## config.mk

```make
export PLATFORM = sky130hd
export DESIGN_NAME = cbfd_diag
export DESIGN_NICKNAME = d
export VERILOG_FILES = /design/src/cbfd_pkg.sv /design/src/cbfd_diag.sv /design/src/cbfd_sync.sv
export SDC_FILE = /design/constraint.sdc
export NUM_CORES = 1
export LEC_CHECK = 0
export ABC_CLOCK_PERIOD_IN_PS = 2400
export BUFFER_PORTS_ARGS = -buffer_cell sky130_fd_sc_hd__buf_2
export CORE_MARGIN = 1
export CORE_UTILIZATION = 50
export DETAILED_ROUTE_END_ITERATION = 6
export GPL_TIMING_DRIVEN = 0
export PLACE_DENSITY = 0.8
export RECOVER_POWER = 50
export SETUP_SLACK_MARGIN = 0.02
export SYNTH_ARGS = -nofsm -noshare
export SYNTH_HDL_FRONTEND = slang
export SYNTH_SLANG_ARGS = --single-unit
```

## constraint.sdc

```tcl
create_clock -name clock -period 2.4 [get_ports clock]
set_clock_uncertainty 0.2 [all_clocks]
set_input_delay 0.48 -clock clock [delete_from_list [all_inputs] [get_ports clock]]
set_output_delay 0.48 -clock clock [all_outputs]
set_load 0.005 [all_outputs]
```

## src/cbfd_pkg.sv

```systemverilog
package cbfd_pkg;
    // consecutive recessive-dominant cycles needed to identify a fault
    localparam logic [2:0] IDENT_CYCLES = 3'h5;
    // consecutive bad receive samples needed to call it stuck
    localparam logic [1:0] STUCK_SAMPLES = 2'h3;
    // dominant timeout in device clock cycles (20 MHz clock)
    localparam int TXD_TIMEOUT_DEFAULT = 20000;
    localparam int TXD_CNT_W = 24;

    // comparator snapshot of one bus-line fault signature
    typedef struct packed {
        logic canl_fault;
        logic canh_fault;
    } cbfd_line_t;

    // status bits visible to the register decoder
    typedef struct packed {
        logic bus_fault;               // can register d2
        logic bus_fault_unidentified;  // can register d1
        logic thermal_overcurrent_flag;
        logic canl_fault;              // line_fault_regs_low
        logic txd_dominant_fault;      // line_fault_regs_low
        logic canh_fault;              // low_power_control_reg
        logic rx_stuck_recessive_flag; // low_power_control_reg
    } cbfd_status_t;

    // spi byte layout: 3 address bits, r/w, 4 data bits
    localparam int SPI_ADDR_MSB = 7;
    localparam int SPI_ADDR_LSB = 5;
    localparam int SPI_RW_BIT = 4;
    localparam int SPI_DATA_MSB = 3;
    localparam int SPI_DATA_LSB = 0;
    localparam logic [2:0] ADDR_CAN = 3'h2;
    localparam logic [2:0] ADDR_LINE_LOW = 3'h4;
    localparam logic [2:0] ADDR_LPC = 3'h5;
    localparam int CAN_BIT_CLR = 0;
    localparam int CAN_BIT_UF = 1;
    localparam int CAN_BIT_F = 2;
    localparam int CAN_BIT_THERM = 3;
endpackage

```

## src/cbfd_diag.sv

```systemverilog
`timescale 1ns/1ps
// Function
// - recessive short detected but line unknown
// - canl fault to line reg, canh to lpc
// - d2 any fault, d1 while unidentified
// - classified fault recorded, d1 cleared
// - one cycle starts, five cycles identify
// - d1 holds until five same cycles, or until the fault is gone with the bus recessive
// - fault flag raised even on idle bus
// - sample rxd at receiver rising edge
// - three high samples mean rxd stuck
// - stuck: latch flag, disable driver, report
// - stuck: release rxd, weak pull-down on
// - rxd fault: re-enable needs clear plus cmd
// - txd dominant timeout disables driver, flags
// - timeout: re-enable needs txd high plus cmd
// - txd-rxd short same timeout, no autorecovery
// - thermal or over-current sets flag
// - spi byte: addr3, rw, data4
module cbfd_diag #(
    parameter int TXD_TIMEOUT = cbfd_pkg::TXD_TIMEOUT_DEFAULT
) (
    input wire logic clock,
    input wire logic rst_n,
    input wire logic txd_pin,
    input wire logic rxd_pin_sense,
    input wire logic rx_diff,
    input wire logic recessive_short,
    input wire logic dominant_canl_fault,
    input wire logic dominant_canh_fault,
    input wire logic thermal_event,
    input wire logic overcurrent_canh,
    input wire logic overcurrent_canl,
    input wire logic spi_valid,
    input wire logic [7:0] spi_byte,
    output logic [3:0] spi_rdata,
    output logic driver_enable,
    output logic rxd_out,
    output logic rxd_oe_n,
    output logic rxd_pulldown_en,
    output cbfd_pkg::cbfd_status_t status
);
    localparam logic [cbfd_pkg::TXD_CNT_W-1:0] TMO =
        TXD_TIMEOUT[cbfd_pkg::TXD_CNT_W-1:0];

    // pin inputs brought into the clock domain
    // idle-high pins pass inverted, so the flops reset to their idle
    // level and no false edge or dominant count follows reset
    logic [8:0] pins_s;
    cbfd_sync #(.W(9)) u_sync (
        .clock(clock),
        .rst_n(rst_n),
        .d({~txd_pin, ~rxd_pin_sense, ~rx_diff, recessive_short,
            dominant_canl_fault, dominant_canh_fault, thermal_event,
            overcurrent_canh, overcurrent_canl}),
        .q(pins_s)
    );
    wire txd_s = ~pins_s[8];
    wire rxd_s = ~pins_s[7];
    wire rxdiff_s = ~pins_s[6];
    wire rec_short_s = pins_s[5];
    cbfd_pkg::cbfd_line_t dom_sig;
    assign dom_sig = '{canl_fault: pins_s[4], canh_fault: pins_s[3]};
    wire therm_s = pins_s[2];
    wire oc_s = pins_s[1] | pins_s[0];

    // spi byte decode
    wire [2:0] spi_addr =
        spi_byte[cbfd_pkg::SPI_ADDR_MSB:cbfd_pkg::SPI_ADDR_LSB];
    wire spi_write = spi_valid & spi_byte[cbfd_pkg::SPI_RW_BIT];
    wire spi_read = spi_valid & ~spi_byte[cbfd_pkg::SPI_RW_BIT];
    wire [3:0] spi_wdata =
        spi_byte[cbfd_pkg::SPI_DATA_MSB:cbfd_pkg::SPI_DATA_LSB];
    wire reenable_cmd = spi_write && spi_addr == cbfd_pkg::ADDR_CAN &&
        spi_wdata[cbfd_pkg::CAN_BIT_CLR];

    // recessive-dominant cycle tracking
    logic rxdiff_d_reg;
    logic seen_rec_reg, seen_rec_next;
    wire rec_to_dom = rxdiff_d_reg & ~rxdiff_s;
    wire dom_to_rec = ~rxdiff_d_reg & rxdiff_s; // receiver low-to-high
    wire rd_cycle = rec_to_dom & seen_rec_reg;

    // line fault classifier
    typedef enum logic [1:0] {CL_IDLE, CL_ACQ, CL_DONE} cbfd_cl_t;
    cbfd_cl_t cl_reg, cl_next;
    logic [2:0] same_cnt_reg, same_cnt_next;
    cbfd_pkg::cbfd_line_t cand_reg, cand_next;
    cbfd_pkg::cbfd_line_t line_reg, line_next;
    wire dom_any = dom_sig.canl_fault | dom_sig.canh_fault;
    wire fault_seen = rec_short_s | dom_any;
    wire same_sig = dom_sig == cand_reg;

    // classifier next state
    always_comb begin
        cl_next = cl_reg;
        same_cnt_next = same_cnt_reg;
        cand_next = cand_reg;
        line_next = line_reg;
        seen_rec_next = seen_rec_reg | rxdiff_s;
        if (rec_to_dom) begin
            seen_rec_next = 1'b0;
        end
        case (cl_reg)
            CL_IDLE: begin
                if (fault_seen) begin
                    cl_next = CL_ACQ;
                    same_cnt_next = 3'h0;
                    cand_next = '0;
                end
            end
            CL_ACQ: begin
                if (rd_cycle) begin
                    if (dom_any && same_sig) begin
                        same_cnt_next = same_cnt_reg + 3'h1;
                    end else begin
                        cand_next = dom_sig;
                        same_cnt_next = dom_any ? 3'h1 : 3'h0;
                    end
                    if (dom_any && same_sig &&
                        same_cnt_reg + 3'h1 >= cbfd_pkg::IDENT_CYCLES) begin
                        cl_next = CL_DONE;
                        line_next = dom_sig;
                    end
                end else if (!fault_seen && rxdiff_s) begin
                    cl_next = CL_IDLE;
                end
            end
            CL_DONE: begin
                if (rd_cycle && !dom_any && !rec_short_s) begin
                    cl_next = CL_IDLE;
                    line_next = '0;
                end
            end
            default: begin
                cl_next = CL_IDLE;
            end
        endcase
    end

    // classifier registers
    always_ff @(posedge clock) begin
        if (!rst_n) begin
            cl_reg <= CL_IDLE;
            same_cnt_reg <= 3'h0;
            cand_reg <= '0;
            line_reg <= '0;
            rxdiff_d_reg <= 1'b1;
            seen_rec_reg <= 1'b0;
        end else begin
            cl_reg <= cl_next;
            same_cnt_reg <= same_cnt_next;
            cand_reg <= cand_next;
            line_reg <= line_next;
            rxdiff_d_reg <= rxdiff_s;
            seen_rec_reg <= seen_rec_next;
        end
    end

    // rxd stuck recessive detector
    logic [1:0] stuck_cnt_reg, stuck_cnt_next;
    logic rx_stuck_reg, rx_stuck_next;
    logic rxd_fault_reg, rxd_fault_next;
    always_comb begin
        stuck_cnt_next = stuck_cnt_reg;
        rx_stuck_next = rx_stuck_reg;
        rxd_fault_next = rxd_fault_reg;
        if (dom_to_rec && !rxd_fault_reg) begin
            if (rxd_s) begin
                stuck_cnt_next = stuck_cnt_reg + 2'h1;
                if (stuck_cnt_reg + 2'h1 >= cbfd_pkg::STUCK_SAMPLES) begin
                    rxd_fault_next = 1'b1;
                    rx_stuck_next = 1'b1;
                    stuck_cnt_next = 2'h0;
                end
            end else begin
                stuck_cnt_next = 2'h0;
            end
        end
        // released pin pulled low shows the fault has gone
        if (rxd_fault_reg && !rxd_s && reenable_cmd) begin
            rxd_fault_next = 1'b0;
        end
        // a detection in the same cycle as the read keeps the flag set
        if (spi_read && spi_addr == cbfd_pkg::ADDR_LPC &&
            !rxd_fault_next) begin
            rx_stuck_next = 1'b0;
        end
    end

    // dominant timeout detector
    logic [cbfd_pkg::TXD_CNT_W-1:0] dom_cnt_reg, dom_cnt_next;
    logic txd_fault_reg, txd_fault_next;
    always_comb begin
        dom_cnt_next = dom_cnt_reg;
        txd_fault_next = txd_fault_reg;
        if (txd_s) begin
            dom_cnt_next = '0;
        end else if (dom_cnt_reg < TMO) begin
            dom_cnt_next = dom_cnt_reg + 1'b1;
        end
        if (!txd_s && dom_cnt_reg >= TMO) begin
            txd_fault_next = 1'b1;
        end else if (txd_fault_reg && txd_s && reenable_cmd) begin
            txd_fault_next = 1'b0;
        end
    end

    // thermal flag, cleared by reading the can register when gone
    logic therm_reg, therm_next;
    always_comb begin
        therm_next = therm_reg;
        if (spi_read && spi_addr == cbfd_pkg::ADDR_CAN) begin
            therm_next = 1'b0;
        end
        if (therm_s || oc_s) begin
            therm_next = 1'b1;
        end
    end

    // status and read data assembly
    cbfd_pkg::cbfd_status_t st_next;
    assign st_next = '{
        bus_fault: cl_reg != CL_IDLE,
        bus_fault_unidentified: cl_reg == CL_ACQ,
        thermal_overcurrent_flag: therm_reg,
        canl_fault: line_reg.canl_fault,
        txd_dominant_fault: txd_fault_reg,
        canh_fault: line_reg.canh_fault,
        rx_stuck_recessive_flag: rx_stuck_reg
    };
    logic [3:0] rdata_next;
    always_comb begin
        rdata_next = 4'h0;
        case (spi_addr)
            cbfd_pkg::ADDR_CAN: begin
                rdata_next[cbfd_pkg::CAN_BIT_F] = st_next.bus_fault;
                rdata_next[cbfd_pkg::CAN_BIT_UF] =
                    st_next.bus_fault_unidentified;
                rdata_next[cbfd_pkg::CAN_BIT_THERM] = therm_reg;
            end
            cbfd_pkg::ADDR_LINE_LOW: begin
                rdata_next = {2'h0, txd_fault_reg, line_reg.canl_fault};
            end
            cbfd_pkg::ADDR_LPC: begin
                rdata_next = {2'h0, rx_stuck_reg, line_reg.canh_fault};
            end
            default: begin
                rdata_next = 4'h0;
            end
        endcase
    end

    // detector and output registers
    always_ff @(posedge clock) begin
        if (!rst_n) begin
            stuck_cnt_reg <= 2'h0;
            rx_stuck_reg <= 1'b0;
            rxd_fault_reg <= 1'b0;
            dom_cnt_reg <= '0;
            txd_fault_reg <= 1'b0;
            therm_reg <= 1'b0;
            status <= '0;
            spi_rdata <= 4'h0;
            driver_enable <= 1'b0;
            rxd_out <= 1'b1;
            rxd_oe_n <= 1'b1;
            rxd_pulldown_en <= 1'b0;
        end else begin
            stuck_cnt_reg <= stuck_cnt_next;
            rx_stuck_reg <= rx_stuck_next;
            rxd_fault_reg <= rxd_fault_next;
            dom_cnt_reg <= dom_cnt_next;
            txd_fault_reg <= txd_fault_next;
            therm_reg <= therm_next;
            status <= st_next;
            if (spi_read) begin
                spi_rdata <= rdata_next;
            end
            driver_enable <= ~rxd_fault_next & ~txd_fault_next;
            rxd_out <= rxdiff_s;
            rxd_oe_n <= rxd_fault_next;
            rxd_pulldown_en <= rxd_fault_next;
        end
    end
endmodule

```

## src/cbfd_sync.sv

```systemverilog
`timescale 1ns/1ps
// two-flop synchroniser for a group of pin inputs
module cbfd_sync #(
    parameter int W = 1
) (
    input wire logic clock,
    input wire logic rst_n,
    input wire logic [W-1:0] d,
    output logic [W-1:0] q
);
    logic [W-1:0] meta_reg;

    // first stage feeds only the second
    always_ff @(posedge clock) begin
        if (!rst_n) begin
            meta_reg <= '0;
            q <= '0;
        end else begin
            meta_reg <= d;
            q <= meta_reg;
        end
    end
endmodule
```

==> results.ini <==
[synth]
synth-async-reset-ratio_pct = 0
yosys.cell_count.top_type = dfxtp_1
netlist_area_mm2 = 0.00278
synth-main-ff-cell = dfxtp_1
synth_top_area_cell = dfxtp_1
yosys.area_share.simple_pct = 30.6
synth-xor-area-share_pct = 2.21
synth_top_family_by_area = simple AND/OR/NAND/NOR gates
syn_inst = 308
ys_ff_latch = 72
synthMuxAreaShare_pct = 1.89
ys_top_cells_by_area = dfxtp_1 52%, and2_1 5.0%, nor2_1 4.7%
synth_compound_area_share_pct = 8.55
yosys-top-cells-count = 72 x dfxtp_1, 35 x nor2_1, 27 x nand2_1, 22 x and2_1, 14 x clkbuf_1
synth.top_cell.area_share_pct = 51.8
ys_seq_area_share_pct = 51.8
synthAdderAreaFrac_pct = 1.80
avgSynthCellArea_um2 = 9.03
synth_edf_count = 0
synth.distinct_cells = 40
ys_warn_count = 0
syn_nets = 332

[floorplanning]
fp.dieH_um = 76.6
io_pins = 35
dieArea_mm2 = 0.00586
start_util_pct = 53.1
std_cell_rows = 26
core_mm2 = 0.00524
die_w_um = 76.6

[power_and_ir_drop]
clkPwrFrac_pct = 45.1
seqPwrFrac_pct = 51.3
swShare_pct = 22.9
vdd_drop_max_mv = 0.567
combPwrFrac_pct = 3.6
p_leak_uw = 0.00125
powerDensity_mw_per_mm2 = 739
internal_power_uw = 1850
power_uw = 2400
switchingPower_uw = 548

[outcome]
status = finished, final reports clean

[worst_setup_path]
r2r-end = dom_cnt_reg[10]$_SDFFE_PN0N_
cp.required_ns = 2.48
rrSetupSlack_ns = 0.29
end_kind = flip-flop
worstPathMaxFanout = 6
rr_startpoint = dom_cnt_reg[2]$_SDFFE_PN0N_
r2r_cells = 6
critical_path_arrival_ns = 2.18
crit_type = reg2reg
start_kind = flip-flop

[placement]
port_buffers = 31
gp_congestion = 0.786
hpwl_um = 3830
dp_cells = 409

[finish]
largest_register_ffs = 24
nets = 374
drive_gt1_share_pct = 13.8
n_fill_cell = 445
diodes = 0
fin_cells = 425
final_util_pct = 61.9
area_growth_pct = 16.7

[timing]
setup_viol = 0
hold_violations = 0
period_needed_ns = 2.11
tns_ns = 0
tightestPinTransition_ns = 0.665
max_freq_mhz = 475
final.period_utilization_pct = 87.8
slew_viol_final = 0
holdWs_ns = 0.0686
maxSlewHeadroom_pct = 55.5
rsz0062_at_grt = false

[clock_network]
cts_hold_buffers = 0
h-tree-depth = 3
postCtsSetupBuffers = 0
cts_sinks = 72
cts_root_buffer = clkbuf_8
clk_pin_slew_ns = 0.08
cts_buffers = 9
cts_buffer_depth = 2
cts.repair.resized = 0
cts_tree = yes
clock_latency_ns = 0.35

[hold_path]
hp-start = rxd_pin_sense
whs_endpoint = u_sync.meta_reg[7]$_SDFF_PN0_
hold_path.class = in2reg
hold_depth = 2

[detailed_routing]
viasPerCell = 5.36
post_drt_wl_per_cell_um = 13.0
drt-pass1-iter-count = 5
finalWirelength_um = 5540
postRouteAntennaNets = 0
vias = 2278
drc = 0
drt-initial-drc-count = 203

[global_routing]
antenna_found_initial = 0
grt_pass1_vias = 2055
grt_pass1_wl_um = 9290
grt_usage_pct = 20.4
overflow = 0
grt_max_degree = 15

[run]
drv_cap = 0

-- cell usage in the layout (no fill, tap or decap), types with 4 or more instances in the layout --
cell / synthesis / final
a21oi_1: 10 / 10
inv_1: 7 / 7
and2_1: 22 / 14
nor2_1: 35 / 35
and2_0: 1 / 9
nand2_1: 27 / 27
dfxtp_1: 72 / 72
o21ai_0: 13 / 13
ha_1: 4 / 4
nand3_1: 6 / 6
nand4_1: 9 / 9
a22oi_1: 4 / 4
and3_1: 13 / 13
nor3_1: 13 / 13
clkbuf_1: 14 / 18
buf_2: 0 / 27
nand2b_1: 6 / 6
nor4_1: 10 / 10
xnor2_1: 7 / 7
clkbuf_8: 0 / 9
-- logic make-up (layout without fill, tap and decap cells) --
family,Yosys count,after routing
simple gates,159,159
flops,72,72
compound gates,38,38
buf+inv,23,70
xor+xnor,7,7
mux,5,5
fa+ha+maj,4,4
-- power groups by stage --
stage          clock network [uW]  registers, uW  logic (uW)
2_1_floorplan                   0           1260        51.4
3_3_place_gp                    0           1260        85.1
3_5_place_dp                    0           1260        87.6
4_1_cts                      1100           1230        88.8
5_1_grt                      1150           1230        97.6
6_report                     1080           1230        87.5
-- layout make-up --
type	count	area, um2	area share (%)
plain buffers	16	60.1	1.85
clock buffers	9	124	3.82
clock inverters	7	101	3.12
inverters	7	26.3	0.810
multi-input cells	213	1250	38.6
flip-flops and latches	72	1440	44.4
well taps	70	87.6	2.70
repair buffers	31	150	4.63
-- metal layers --
layer	track usage [%]	up-vias	share of wire [%]
li1	-	1155	-
met1	25.3	1055	48
met2	32.6	59	45
met3	5.75	9	4.8
met4	9.62	0	1.7
met5	0	-	0
-- critical path, cell delays in order (launching register included) --
cell and delay [ns]:
dfxtp_1 0.39, and3_1 0.17, buf_1 0.23, nand3_1 0.14
or4_4 0.45, or3_1 0.31, a21oi_1 0.15
-- how the worst max path moves through the flow --
| stage | start | to | slack (ns) |
|---|---|---|---|
| 2_1_floorplan | dom_cnt_reg[9]$_SDFFE_PN0N_ | dom_cnt_reg[10]$_SDFFE_PN0N_ | 0.43 |
| 3_3_place_gp | dom_cnt_reg[9]$_SDFFE_PN0N_ | dom_cnt_reg[8]$_SDFFE_PN0N_ | 0.35 |
| 3_5_place_dp | dom_cnt_reg[9]$_SDFFE_PN0N_ | dom_cnt_reg[12]$_SDFFE_PN0N_ | 0.33 |
| 4_1_cts | dom_cnt_reg[8]$_SDFFE_PN0N_ | dom_cnt_reg[10]$_SDFFE_PN0N_ | 0.31 |
| 5_1_grt | dom_cnt_reg[9]$_SDFFE_PN0N_ | dom_cnt_reg[8]$_SDFFE_PN0N_ | 0.16 |
| 6_report | dom_cnt_reg[2]$_SDFFE_PN0N_ | dom_cnt_reg[10]$_SDFFE_PN0N_ | 0.29 |
-- stage by stage --
step	instance area (um2)	worst slack, ns
6_report	3240	0.294
4_1_cts	3250	0.306
2_1_floorplan	2780	0.425
5_1_grt	3240	0.160
3_3_place_gp	3020	0.345
3_5_place_dp	3020	0.332
(Power assumes the default switching activity.)
